**src/hdl/bips_defs.svh**
```systemverilog
`ifndef BIPS_DEFS_SVH
`define BIPS_DEFS_SVH

// ----------------------------------------
// Timing figures and derived cycle counts
// ----------------------------------------
`define BIPS_CLK_MHZ 100
`define BIPS_INSERT_MS 20
`define BIPS_HARD_RESET_MS 20
`define BIPS_RELEASE_MS 200
`define BIPS_WARN_US 32
`define BIPS_TRIP_US 20
`define BIPS_INSERT_CYC (`BIPS_INSERT_MS * 1000 * `BIPS_CLK_MHZ)
`define BIPS_HARD_RESET_CYC (`BIPS_HARD_RESET_MS * 1000 * `BIPS_CLK_MHZ)
`define BIPS_RELEASE_CYC (`BIPS_RELEASE_MS * 1000 * `BIPS_CLK_MHZ)
`define BIPS_WARN_CYC (`BIPS_WARN_US * `BIPS_CLK_MHZ)
`define BIPS_TRIP_CYC (`BIPS_TRIP_US * `BIPS_CLK_MHZ)
`define BIPS_CNT_W 32

`endif

```
**src/hdl/bips_pkg.sv**
```systemverilog
package bips_pkg;
  typedef enum logic [3:0] {
    BIPS_OFF = 4'h1,
    BIPS_WAIT = 4'h2,
    BIPS_ON = 4'h4,
    BIPS_DOWN = 4'h8
  } bips_state_t;
endpackage

```
**src/hdl/bips_sequencer.sv**
```systemverilog
`timescale 1ns/1ps
`default_nettype none
`include "bips_defs.svh"
module bips_sequencer #(
  parameter int CNT_W = `BIPS_CNT_W,
  parameter logic [CNT_W-1:0] INSERT_CYC = CNT_W'(`BIPS_INSERT_CYC),
  parameter logic [CNT_W-1:0] HARD_RESET_CYC = CNT_W'(`BIPS_HARD_RESET_CYC),
  parameter logic [CNT_W-1:0] RELEASE_CYC = CNT_W'(`BIPS_RELEASE_CYC),
  parameter logic [CNT_W-1:0] WARN_CYC = CNT_W'(`BIPS_WARN_CYC),
  parameter logic [CNT_W-1:0] TRIP_CYC = CNT_W'(`BIPS_TRIP_CYC)
) (
  input wire logic clock_in,
  input wire logic rst_n_in,
  input wire logic connect_sense_a_n_in,
  input wire logic connect_sense_b_n_in,
  input wire logic reset_request_n_in,
  input wire logic low_supply_input_ok_in,
  input wire logic high_supply_input_ok_in,
  input wire logic low_supply_above_in,
  input wire logic low_supply_output_below_trip_in,
  input wire logic high_supply_output_below_trip_in,
  input wire logic low_breaker_sense_in,
  input wire logic high_breaker_sense_in,
  output logic power_good_out,
  output logic reset_n_out,
  output logic fault_n_out,
  output logic bus_disable_out,
  output logic charge_pump_on_out,
  output logic high_gate_drive_out,
  output logic low_gate_drive_out,
  output logic gate_pulldown_out
);
  // ----------------------------------------
  // Input synchronisers
  // ----------------------------------------
  localparam int NSYNC = 10;
  logic [NSYNC-1:0] raw;
  logic [NSYNC-1:0] meta;
  logic [NSYNC-1:0] sync;
  logic [NSYNC-1:0] next_meta;
  logic [NSYNC-1:0] next_sync;
  assign raw = {connect_sense_a_n_in, connect_sense_b_n_in, reset_request_n_in, low_supply_input_ok_in,
                high_supply_input_ok_in, low_supply_above_in, low_supply_output_below_trip_in,
                high_supply_output_below_trip_in, low_breaker_sense_in, high_breaker_sense_in};
  always_comb begin
    next_meta = raw;
    next_sync = meta;
  end
  always_ff @(posedge clock_in) begin
    if (!rst_n_in) begin
      meta <= '0;
      sync <= '0;
    end else begin
      meta <= next_meta;
      sync <= next_sync;
    end
  end
  logic con_a_n;
  logic con_b_n;
  logic req_n;
  logic lo_ok;
  logic hi_ok;
  logic above;
  logic lo_below;
  logic hi_below;
  logic lo_brk;
  logic hi_brk;
  assign {con_a_n, con_b_n, req_n, lo_ok, hi_ok, above, lo_below, hi_below, lo_brk, hi_brk} = sync;

  logic uvlo_ok;
  logic inserted;
  assign uvlo_ok = lo_ok && hi_ok;
  assign inserted = !con_a_n && !con_b_n;

  // ----------------------------------------
  // Interval qualifiers
  // ----------------------------------------
  localparam int NQ = 5;
  logic [NQ-1:0] q_cond;
  logic [NQ-1:0] q_done;
  logic [CNT_W-1:0] q_limit [NQ];
  logic power_good;
  assign q_cond[0] = inserted && uvlo_ok;
  assign q_cond[1] = !req_n;
  assign q_cond[2] = power_good && !reset_n_out && inserted && req_n && uvlo_ok;
  assign q_cond[3] = lo_brk;
  assign q_cond[4] = hi_brk;
  assign q_limit[0] = INSERT_CYC;
  assign q_limit[1] = HARD_RESET_CYC;
  assign q_limit[2] = RELEASE_CYC;
  assign q_limit[3] = TRIP_CYC;
  assign q_limit[4] = TRIP_CYC;
  genvar gi;
  generate
    for (gi = 0; gi < NQ; gi++) begin : g_qual
      bips_qualifier #(.CNT_W(CNT_W)) u_qual (
        .clock_in(clock_in),
        .rst_n_in(rst_n_in),
        .cond_in(q_cond[gi]),
        .limit_in(q_limit[gi]),
        .done_out(q_done[gi])
      );
    end
  endgenerate
  logic insert_done;
  logic hard_reset;
  logic release_done;
  logic trip_now;
  assign insert_done = q_done[0];
  assign hard_reset = q_done[1];
  assign release_done = q_done[2];
  assign trip_now = q_done[3] || q_done[4];

  // ----------------------------------------
  // Sequencer state, trip latch and warning timer
  // ----------------------------------------
  bips_pkg::bips_state_t state;
  bips_pkg::bips_state_t next_state;
  logic tripped;
  logic next_tripped;
  logic [CNT_W-1:0] warn_cnt;
  logic [CNT_W-1:0] next_warn_cnt;
  logic pumps;
  logic next_reset_n;

  always_comb begin
    next_state = state;
    case (state)
      bips_pkg::BIPS_OFF: begin
        // The debounce flag lags its condition by a cycle, so the live levels are checked too.
        if (insert_done && inserted && uvlo_ok && req_n && !tripped) begin
          next_state = bips_pkg::BIPS_ON;
        end
      end
      bips_pkg::BIPS_ON: begin
        if (!inserted || !uvlo_ok || hard_reset || trip_now || tripped) begin
          next_state = bips_pkg::BIPS_DOWN;
        end
      end
      bips_pkg::BIPS_DOWN: begin
        // A hard reset must also see both outputs discharged before the next ramp.
        if (req_n && lo_below && hi_below) begin
          next_state = bips_pkg::BIPS_OFF;
        end
      end
      default: next_state = bips_pkg::BIPS_DOWN;
    endcase
  end

  // While the pumps run (state BIPS_ON), the trip wins over a clear arriving in the same cycle, so an overcurrent then is never lost.
  always_comb begin
    next_tripped = tripped;
    if (!req_n || !uvlo_ok) begin
      next_tripped = 1'b0;
    end
    if (trip_now && pumps) begin
      next_tripped = 1'b1;
    end
  end

  assign pumps = state == bips_pkg::BIPS_ON;
  // Power-good is a plain follower; the 200 ms and 32 us windows filter only reset.
  assign power_good = above && !tripped && pumps;

  always_comb begin
    next_warn_cnt = '0;
    if (!power_good && reset_n_out) begin
      next_warn_cnt = warn_cnt;
      if (warn_cnt < WARN_CYC) begin
        next_warn_cnt = warn_cnt + {{(CNT_W-1){1'b0}}, 1'b1};
      end
    end
  end

  always_comb begin
    next_reset_n = reset_n_out;
    if (!inserted || !req_n || !uvlo_ok || tripped && warn_cnt >= WARN_CYC) begin
      next_reset_n = 1'b0;
    end else if (reset_n_out && !power_good) begin
      if (warn_cnt >= WARN_CYC) begin
        next_reset_n = 1'b0;
      end
    end else if (!reset_n_out && release_done) begin
      next_reset_n = 1'b1;
    end
  end

  always_ff @(posedge clock_in) begin
    if (!rst_n_in) begin
      state <= bips_pkg::BIPS_OFF;
      tripped <= 1'b0;
      warn_cnt <= '0;
    end else begin
      state <= next_state;
      tripped <= next_tripped;
      warn_cnt <= next_warn_cnt;
    end
  end

  // ----------------------------------------
  // Registered outputs
  // ----------------------------------------
  always_ff @(posedge clock_in) begin
    if (!rst_n_in) begin
      power_good_out <= 1'b0;
      reset_n_out <= 1'b0;
      fault_n_out <= 1'b1;
      bus_disable_out <= 1'b1;
      charge_pump_on_out <= 1'b0;
      high_gate_drive_out <= 1'b0;
      low_gate_drive_out <= 1'b0;
      gate_pulldown_out <= 1'b1;
    end else begin
      power_good_out <= power_good;
      reset_n_out <= next_reset_n;
      fault_n_out <= !next_tripped;
      bus_disable_out <= !next_reset_n;
      charge_pump_on_out <= next_state == bips_pkg::BIPS_ON;
      high_gate_drive_out <= next_state == bips_pkg::BIPS_ON;
      low_gate_drive_out <= next_state == bips_pkg::BIPS_ON;
      gate_pulldown_out <= next_state != bips_pkg::BIPS_ON;
    end
  end

  // ----------------------------------------
  // Assertions
  // ----------------------------------------
  logic [CNT_W-1:0] brk_run;
  logic [CNT_W-1:0] next_brk_run;
  logic [CNT_W-1:0] pg_run;
  logic [CNT_W-1:0] next_pg_run;
  // Run lengths feed only the assertions, so a long interval needs no long repetition.
  always_comb begin
    next_brk_run = '0;
    next_pg_run = '0;
    if (lo_brk || hi_brk) begin
      next_brk_run = brk_run;
      if (brk_run <= TRIP_CYC) begin
        next_brk_run = brk_run + {{(CNT_W-1){1'b0}}, 1'b1};
      end
    end
    if (power_good) begin
      next_pg_run = pg_run;
      if (pg_run <= RELEASE_CYC) begin
        next_pg_run = pg_run + {{(CNT_W-1){1'b0}}, 1'b1};
      end
    end
  end
  always_ff @(posedge clock_in) begin
    if (!rst_n_in) begin
      brk_run <= '0;
      pg_run <= '0;
    end else begin
      brk_run <= next_brk_run;
      pg_run <= next_pg_run;
    end
  end
endmodule
`default_nettype wire

```
**src/hdl/bips_qualifier.sv**
```systemverilog
`timescale 1ns/1ps
`default_nettype none
module bips_qualifier #(
  parameter int CNT_W = 32
) (
  input wire logic clock_in,
  input wire logic rst_n_in,
  input wire logic cond_in,
  input wire logic [CNT_W-1:0] limit_in,
  output logic done_out
);
  logic [CNT_W-1:0] count;
  logic [CNT_W-1:0] next_count;
  logic next_done;

  // The count restarts whenever the condition breaks, so only an unbroken run qualifies.
  always_comb begin
    next_count = count;
    next_done = 1'b0;
    if (!cond_in) begin
      next_count = '0;
    end else if (count >= limit_in) begin
      next_done = 1'b1;
    end else begin
      next_count = count + {{(CNT_W-1){1'b0}}, 1'b1};
    end
  end

  always_ff @(posedge clock_in) begin
    if (!rst_n_in) begin
      count <= '0;
      done_out <= 1'b0;
    end else begin
      count <= next_count;
      done_out <= next_done;
    end
  end
endmodule
`default_nettype wire

```
**config.mk**
```make
export PLATFORM = sky130hd
export DESIGN_NAME = bips_sequencer
export DESIGN_NICKNAME = d
export VERILOG_FILES = /design/src/hdl/bips_pkg.sv /design/src/hdl/bips_sequencer.sv /design/src/hdl/bips_qualifier.sv
export VERILOG_INCLUDE_DIRS = /design/src /design/src/hdl
export SDC_FILE = /design/constraint.sdc
export NUM_CORES = 1
export LEC_CHECK = 0
export BUFFER_PORTS_ARGS = -buffer_cell sky130_fd_sc_hd__buf_2
export CORE_MARGIN = 2
export CORE_UTILIZATION = 35
export CTS_CLUSTER_SIZE = 16
export DETAILED_ROUTE_END_ITERATION = 16
export PLACE_DENSITY = 0.59
export RECOVER_POWER = 50
export SYNTH_ARGS = -nofsm -noshare
export SYNTH_HDL_FRONTEND = slang
export SYNTH_SLANG_ARGS = --single-unit
```
**constraint.sdc**
```tcl
create_clock -name clock_in -period 2.2 [get_ports clock_in]
set_input_delay 0.44 -clock clock_in [delete_from_list [all_inputs] [get_ports clock_in]]
set_output_delay 0.44 -clock clock_in [all_outputs]
set_load 0.05 [all_outputs]
```
# Word-level counts from Yosys, hierarchy flattened

Cells that the tools add are included.

Bits in registers: 228
Input port bits: 12
Output and inout bits: 8
Logic and storage cells: 99

Add/subtract/negate cells: 6
Order comparisons: 7
Equality and inequality tests: 5
Multiplexer cells: 15
Bitwise operators: 1
Reductions and logical operators: 44

Operators by type and width:

| operator                                               | count |
|---|---|
| adder 32 x 1 -> 32 bit (second input constant)         | 6 |
| >= comparator 32 x 11 -> 1 bit (second input constant) | 2 |
| >= comparator 32 x 21 -> 1 bit (second input constant) | 2 |
| >= comparator 32 x 12 -> 1 bit (second input constant) | 1 |
| >= comparator 32 x 25 -> 1 bit (second input constant) | 1 |
| < comparator 32 x 12 -> 1 bit (second input constant)  | 1 |
| logical AND 1 bit                                      | 19 |
| 2-to-1 mux 4 bit                                       | 3 |
| one-hot mux 4 bit (3 select lines)                     | 1 |
| 2-to-1 mux 1 bit                                       | 11 |
| logical NOT 1 bit                                      | 10 |
| AND reduction 2 bit                                    | 5 |
| logical OR 1 bit                                       | 9 |
| equality test 4 x 3 -> 1 bit (second input constant)   | 2 |
| equality test 4 x 1 -> 1 bit (second input constant)   | 1 |
| equality test 4 bit (second input constant)            | 1 |
| != test 4 x 3 -> 1 bit (second input constant)         | 1 |
| OR reduction 2 bit                                     | 1 |
| inverter 1 bit                                         | 1 |

# Longest topological paths before layout

Gate-level depths: netlist of the first run.

Depth in word-level cells: 10
Gate-level depth with buffers: 8
Depth with buffers taken out: 6

# Hierarchy

A second synthesis of the first run with hierarchy kept.

Cells, all modules: 1723
Area, all modules: 14151.1 um^2

Modules (own cells, without submodules):

| module         | times used | cells each | area an instance (um^2) |
|---|---|---|---|
| bips_qualifier | 5          | 301        | 2381.0 |
| bips_sequencer | 1          | 218        | 2245.9 |

# Least setup slack after synthesis of the first run

OpenSTA, ideal clock, no wires.

Path type: reg2reg
From: reg state[1]
To: reg g_qual[2].u_qual.count[17]
Arrival: 1.919 ns
Required time: 2.130 ns
Path slack: 0.211 ns
Cell stages (with the launch flop): 7
Cell sequence: dfxtp_1 -> or4b_4 -> or3_4 -> or3_1 -> clkbuf_2 -> clkbuf_8 -> a21oi_1

Cells in the longest elaborated chain, start to end: 7

RTL lines:

| item                            | RTL line              | source |
|---|---|---|
| start: declaration              | bips_sequencer.sv:117 | `bips_pkg::bips_state_t state;` |
| start signal: assignment        | bips_sequencer.sv:190 | `state <= bips_pkg::BIPS_OFF;` |
| start signal: assignment        | bips_sequencer.sv:194 | `state <= next_state;` |
| equality test 4 x 3 -> 1 bit    | bips_sequencer.sv:161 | `assign pumps = state == bips_pkg::BIPS_ON;` |
| logical AND 1 bit               | bips_sequencer.sv:163 | `assign power_good = above && !tripped && pumps;` |
| logical AND 1 bit (4 in series) | bips_sequencer.sv:85  | `assign q_cond[2] = power_good && !reset_n_out && inserted && req_n && uvlo_ok;` |
| AND reduction 2 bit (no line)   | n/a                   |  |
| end signal: assignment          | bips_qualifier.sv:34  | `count <= next_count;` |
| end: declaration                | bips_qualifier.sv:12  | `logic [CNT_W-1:0] count;` |

Every way passes these cells.
A chain may end at the register's enable or synchronous reset.

# Worst setup path after layout of the first run

From: reg g_qual[0].u_qual.count[31]
To: reg g_qual[0].u_qual.count[8]

Cells in the longest elaborated chain, start to end: 1

RTL lines:

| item                           | RTL line             | source |
|---|---|---|
| start: declaration             | bips_qualifier.sv:12 |  |
| start signal: assignment       | bips_qualifier.sv:34 |  |
| >= comparator 32 x 21 -> 1 bit | bips_qualifier.sv:22 | `end else if (count >= limit_in) begin` |

Every way passes these cells.

==> results of run 1 <==
routing by layer:
metal	global-route usage	routed length (um)	vias to the layer above
met3	0.0234	515	34
li1	-	-	3512
met5	0	0	-
met4	0.0419	456	0
met2	0.197	7320	65
met1	0.175	8640	3125
cell type report:
type,count,area share
repair buffers,53,0.0324
well taps,330,0.0399
multi-input cells,657,0.395
clock inverters,9,0.0101
inverters,31,0.0112
clock buffers,35,0.0708
flip-flops and latches,228,0.441
final timing paths:
kind,to,cells past startpoint,from,slack (ps)
worst max-delay path,g_qual[0].u_qual.count[8],6,g_qual[0].u_qual.count[31],60
worst min-delay path,meta[5],2,high_supply_input_ok_in,130
worst max register to register,g_qual[0].u_qual.count[8],6,g_qual[0].u_qual.count[31],60
worst min register to register,sync[1],1,meta[1],430
logic make-up after synthesis:
group	Yosys count
AND/OR/NAND/NOR	460
flip-flops	228
AO/OA/AOI/OAI	144
buffers and inverters	82
XOR/XNOR	28
adder cells (fa/ha/maj)	12
multiplexers	12
other	1
stage by stage:
stage | std cells | cell area, um^2 | hold WS (ps) | TNS (ps) | setup WS (ps)
final | 1343 | 10400 | 128 | 0 | 58.9
after floorplan | 967 | 9000 | 412 | 0 | 211
after CTS | 1343 | 10400 | 106 | 0 | 48.4
after global routing | 1343 | 10400 | 115 | -589 | -53.1
after global placement | 1299 | 9550 | 414 | 0 | 94.4
after detailed placement | 1299 | 9550 | 421 | 0 | 70.3
power breakdown:
group          switching (uW)  internal (uW)
registers                18.8           4160
clock network            1640           2550
logic                    66.0           38.0
sequential cells by signal (all words and copies together) (netlist names):
signal	cells
g_qual.u_qual.done_out	5
g_qual.u_qual.count	160
gate_pulldown_out	1
fault_n_out	1
sync	10
low_gate_drive_out	1
state	4
warn_cnt	32
reset_n_out	1
tripped	1
power_good_out	1
bus_disable_out	1
meta	10
cell usage in the layout (no fill, tap or decap), types with 23 or more instances in the layout:
cell type    n
nand3_1     41
nor2_1      69
and2_1      45
buf_4       24
inv_1       31
and3_1      62
a21oi_1     53
o21ai_0     23
xnor2_1     27
nand2_1     64
or4_1       23
clkbuf_16   25
nor4_1      33
dfxtp_1    228
worst reg2reg max path, cell delays in order (launching register included):
cell      delay, ps
dfxtp_1         310
nor4_1          350
o211ai_1        220
clkbuf_1        220
or3_1           460
or3_1           380
a21oi_1         140
cell usage after synthesis, drive strengths merged (23+ instances only):
cell / number / share of area
a21oi: 53 / 0.029
and2: 65 / 0.045
and3: 63 / 0.044
clkbuf: 42 / 0.020
dfxtp: 228 / 0.51
inv: 31 / 0.013
nand2: 64 / 0.027
nand3: 41 / 0.023
nor2: 69 / 0.029
nor4: 37 / 0.030
o21ai: 23 / 0.013
or4: 26 / 0.022
xnor2: 27 / 0.026
repair_timing:
| action | 4_1_cts | 5_1_grt |
|---|---|---|
| endpoints found under the setup margin | 0 | 26 |
| gates resized for setup | 0 | 5 |
| hold buffers | 0 | 0 |
==> flow_summary.json, run 1 <==
{
  "max_slew_margin": 0.235,
  "syn_area_per_cell_um2": 9.31,
  "synth_area_um2": 9000,
  "cts_buffers": 25,
  "hold_viol": 0,
  "yosysWarnings": 0,
  "overflow": 0,
  "max_freq_mhz": 467,
  "clkSinkCount": 228,
  "finalMaxSlewViolations": 0,
  "clockBufferDepth": 3,
  "die_h_um": 164,
  "p_leak_uw": 0.00383,
  "hpwl_mm": 11.1,
  "path_buf_inv": 1,
  "synth_cell_types": 62,
  "tightest_slew_ps": 1150,
  "synth-simple-area-share": 0.290,
  "drc": 0,
  "critPathCaptureType": "register",
  "drt_iter0_drc": 363,
  "synthAdderAreaFrac": 0.0167,
  "clk_latency_ps": 520,
  "postCtsSetupRepairBufs": 0,
  "arrival_ps": 2590,
  "ant_nets": 0,
  "multi_input_area_um2": 4090,
  "ioPinCount": 20,
  "cts_max_level": 1,
  "synth_flop_cell": "dfxtp_1",
  "synthXorXnorAreaFrac": 0.0272,
  "hold_class": "in2reg",
  "crit_required_ps": 2650,
  "grt_max_degree": 40,
  "die_w_um": 164,
  "ir_drop_v": 0.000591,
  "viasPerCell": 5.02,
  "fill_cells": 2467,
  "start_util": 0.357,
  "cp_cell_sequence": "nor4_1, o211ai_1, clkbuf_1, or3_1, or3_1, a21oi_1",
  "ys_async_sr_fraction": 0,
  "syn-num-nets": 991,
  "drv_cap": 0,
  "critPathKind": "reg2reg",
  "rsz0062_at_grt": "yes",
  "drive_gt1_frac": 0.110,
  "synth_edf_count": 0,
  "wirelength_mm": 16.9,
  "syn2layout_area_growth_pct": 15.0,
  "muxShareOfSynthArea": 0.0133,
  "ys_ff_latch": 228,
  "clk_pin_slew_ps": 60,
  "critical_path.startpoint_type": "register",
  "yosysSeqAreaShare": 0.507,
  "powerDensity_nw_per_um2": 818,
  "final.period_utilization": 0.973,
  "route.vias.total": 6736,
  "critPathSlowestCell": "or3_1",
  "synth_compound_area_frac": 0.106,
  "first_pass_iters": 4,
  "crit_family": "simple AND/OR/NAND/NOR gates",
  "antenna_cells": 0,
  "fp.dieArea_um2": 27000,
  "critical_path.most_common_cell": "or3_1",
  "worstPathMaxFanout": 7,
  "final_core_util": 0.411,
  "antenna_found_initial": 0,
  "clock_skew_ps": 7.65,
  "setup_viol": 0,
  "place_congestion": 0.774,
  "synth_cells": 967,
  "fin_crit_ps": 2140,
  "io_buffers": 19,
  "wl_per_cell_um": 12.6,
  "grtUsageTotal": 0.126,
  "cts_tree": "yes",
  "core_um2": 25200,
  "max_stage_delay_ps": 460,
  "seqCellArea_um2": 4560,
  "outcome": "finished clean",
  "grt_pass1_vias": 6153,
  "total_power_uw": 8470,
  "nets": 1020,
  "grt_pass1_wl_mm": 28.7,
  "cts_root_buf": "clkbuf_16",
  "rows": 58,
  "synth_top_family_by_area": "simple AND/OR/NAND/NOR gates"
}
Power figures use the tool's default switching activity.
==> run 2, diff against run 1 <==
- CELL_PAD_IN_SITES_DETAIL_PLACEMENT: unset -> 0
- CELL_PAD_IN_SITES_GLOBAL_PLACEMENT: unset -> 1
- PLACE_DENSITY: 0.59 -> 0.69
==> run 2 against run 1 <==
Design area up 2.4%. Final cell count up 0.37%. Via count down 0.96%. Critical endpoint is now g_qual[2].u_qual.count[18]. Setup slack worse by 25 ps. Largest power group unchanged. Combinational power up 6%. Register-to-register slack worse by 30 ps. Non-clock buffer count up 1. Highest routed layer unchanged.
==> flow_summary.json, run 2 (synthesis gave the netlist of run 1 again) <==
{
  "outcome": "finished clean",
  "drive_gt1_frac": 0.133,
  "hold_class": "in2reg",
  "crit_required_ps": 2640,
  "final_core_util": 0.421,
  "core_um2": 25200,
  "tightest_slew_ps": 1100,
  "cts_root_buf": "clkbuf_16",
  "clkSinkCount": 228,
  "p_leak_uw": 0.00397,
  "syn2layout_area_growth_pct": 17.7,
  "wirelength_mm": 17.7,
  "final.period_utilization": 0.985,
  "max_stage_delay_ps": 540,
  "hold_viol": 0,
  "cp-startpoint": "g_qual[2].u_qual.count[31]",
  "finalInstanceArea_um2": 10600,
  "hpwl_mm": 11.3,
  "critPathCaptureType": "register",
  "place_congestion": 0.742,
  "post_dp_cell_area_um2": 9560,
  "rsz0062_at_grt": "yes",
  "antenna_found_initial": 0,
  "finalMaxSlewViolations": 0,
  "final_common_cell": "dfxtp_1",
  "r2r-end": "g_qual[2].u_qual.count[18]",
  "powerDensity_nw_per_um2": 867,
  "cp_cell_sequence": "or4_4, nor4_4, o211ai_1, buf_4, or4_1, a21oi_1",
  "clk_pin_slew_ps": 60,
  "grtUsageTotal": 0.131,
  "ant_nets": 0,
  "io_buffers": 19,
  "top_regs": "g_qual.u_qual.count: 160 flops, warn_cnt: 32 flops",
  "crit-reg2reg-launch": "g_qual[2].u_qual.count[31]",
  "critPathSlowestCell": "or4_4",
  "largest_reg_flops": 160,
  "ctsHoldBuffers": 0,
  "ioPinCount": 20,
  "die_w_um": 164,
  "max_slew_margin": 0.265,
  "ir_drop_v": 0.000536,
  "route.vias.total": 6671,
  "rrSetupSlack_ps": 30,
  "fin_crit_ps": 2170,
  "grt_pass1_vias": 6266,
  "wl_per_cell_um": 13.1,
  "nets": 1022,
  "grt_max_degree": 77,
  "r2r_cells": 6,
  "arrival_ps": 2610,
  "critPathKind": "reg2reg",
  "max_freq_mhz": 462,
  "setup_viol": 0,
  "grt_pass1_wl_mm": 30.0,
  "drv_cap": 0,
  "overflow": 0,
  "critical_path.startpoint_type": "register",
  "start_util": 0.357,
  "clock_skew_ps": 6.15,
  "viasPerCell": 4.95,
  "first_pass_iters": 4,
  "cts_tree": "yes",
  "regMostFlops": "g_qual.u_qual.count",
  "hold_ws_ps": 121,
  "total_power_uw": 9200,
  "cts_buffers": 26,
  "clockBufferDepth": 3,
  "fp.dieArea_um2": 27000,
  "drt_iter0_drc": 316,
  "crit_end": "g_qual[2].u_qual.count[18]",
  "cts_max_level": 1,
  "die_h_um": 164,
  "clk_latency_ps": 520,
  "layout_common_cells": "dfxtp_1, nor2_1, nand2_1, and3_1",
  "worstPathMaxFanout": 6,
  "antenna_cells": 0,
  "drc": 0,
  "rows": 58
}
## run 2: cell count changes in the layout (fill, tap and decap cells not counted), sizes merged
cell and delta:
bufinv +5, buf +7, clkinv +2, clkbuf -9
## run 2: per-layer routing
layer / track usage / part of all wire
met1: 0.183 / 0.51
met2: 0.207 / 0.44
met3: 0.0216 / 0.029
met4: 0.0411 / 0.021
met5: 0 / 0
## run 2: cell type report
class	instances	area [um^2]
Sequential cell	228	4570
Multi-Input combinational cell	657	4140
Tap cell	330	413
Timing Repair Buffer	54	360
Clock buffer	32	744
Fill cell	2442	14600
Inverter	31	116
Clock inverter	16	262
## run 2: timing repair
action,4_1_cts,5_1_grt
setup buffers,0,1
setup endpoints to repair,0,23
hold endpoints to repair,0,0
gates resized for setup,0,19
## run 2: how the worst min path moves through the flow
stage / to / slack, ps / depth (start not counted) / from
after global routing: meta[6] / 110 / 2 / low_supply_input_ok_in
after CTS: meta[6] / 90 / 2 / low_supply_input_ok_in
after floorplan: sync[0] / 410 / 1 / meta[0]
after global placement: sync[7] / 420 / 1 / meta[7]
final: meta[6] / 120 / 2 / low_supply_input_ok_in
after detailed placement: sync[7] / 420 / 1 / meta[7]
## run 2: critical path: cells and delay by family, from the launching register on
kind            cells  cell delay, ps
simple gates        3            1200
compound gates      2             380
flops               1             310
buf+inv             1             210
## run 2: power by group
| group | switching [uW] | internal (uW) |
|---|---|---|
| Combinational | 70.1 | 39.9 |
| Clock | 1700 | 3220 |
| Sequential | 15.8 | 4160 |
## run 2: per-stage QoR
| stage | cells | setup WS, ps | TNS, ps |
|---|---|---|---|
| 2_1_floorplan | 967 | 211 | 0 |
| 4_1_cts | 1346 | 52.9 | 0 |
| 5_1_grt | 1348 | -81.9 | -1240 |
| 3_3_place_gp | 1298 | 87.1 | 0 |
| 3_5_place_dp | 1298 | 65.7 | 0 |
| 6_report | 1348 | 33.4 | 0 |
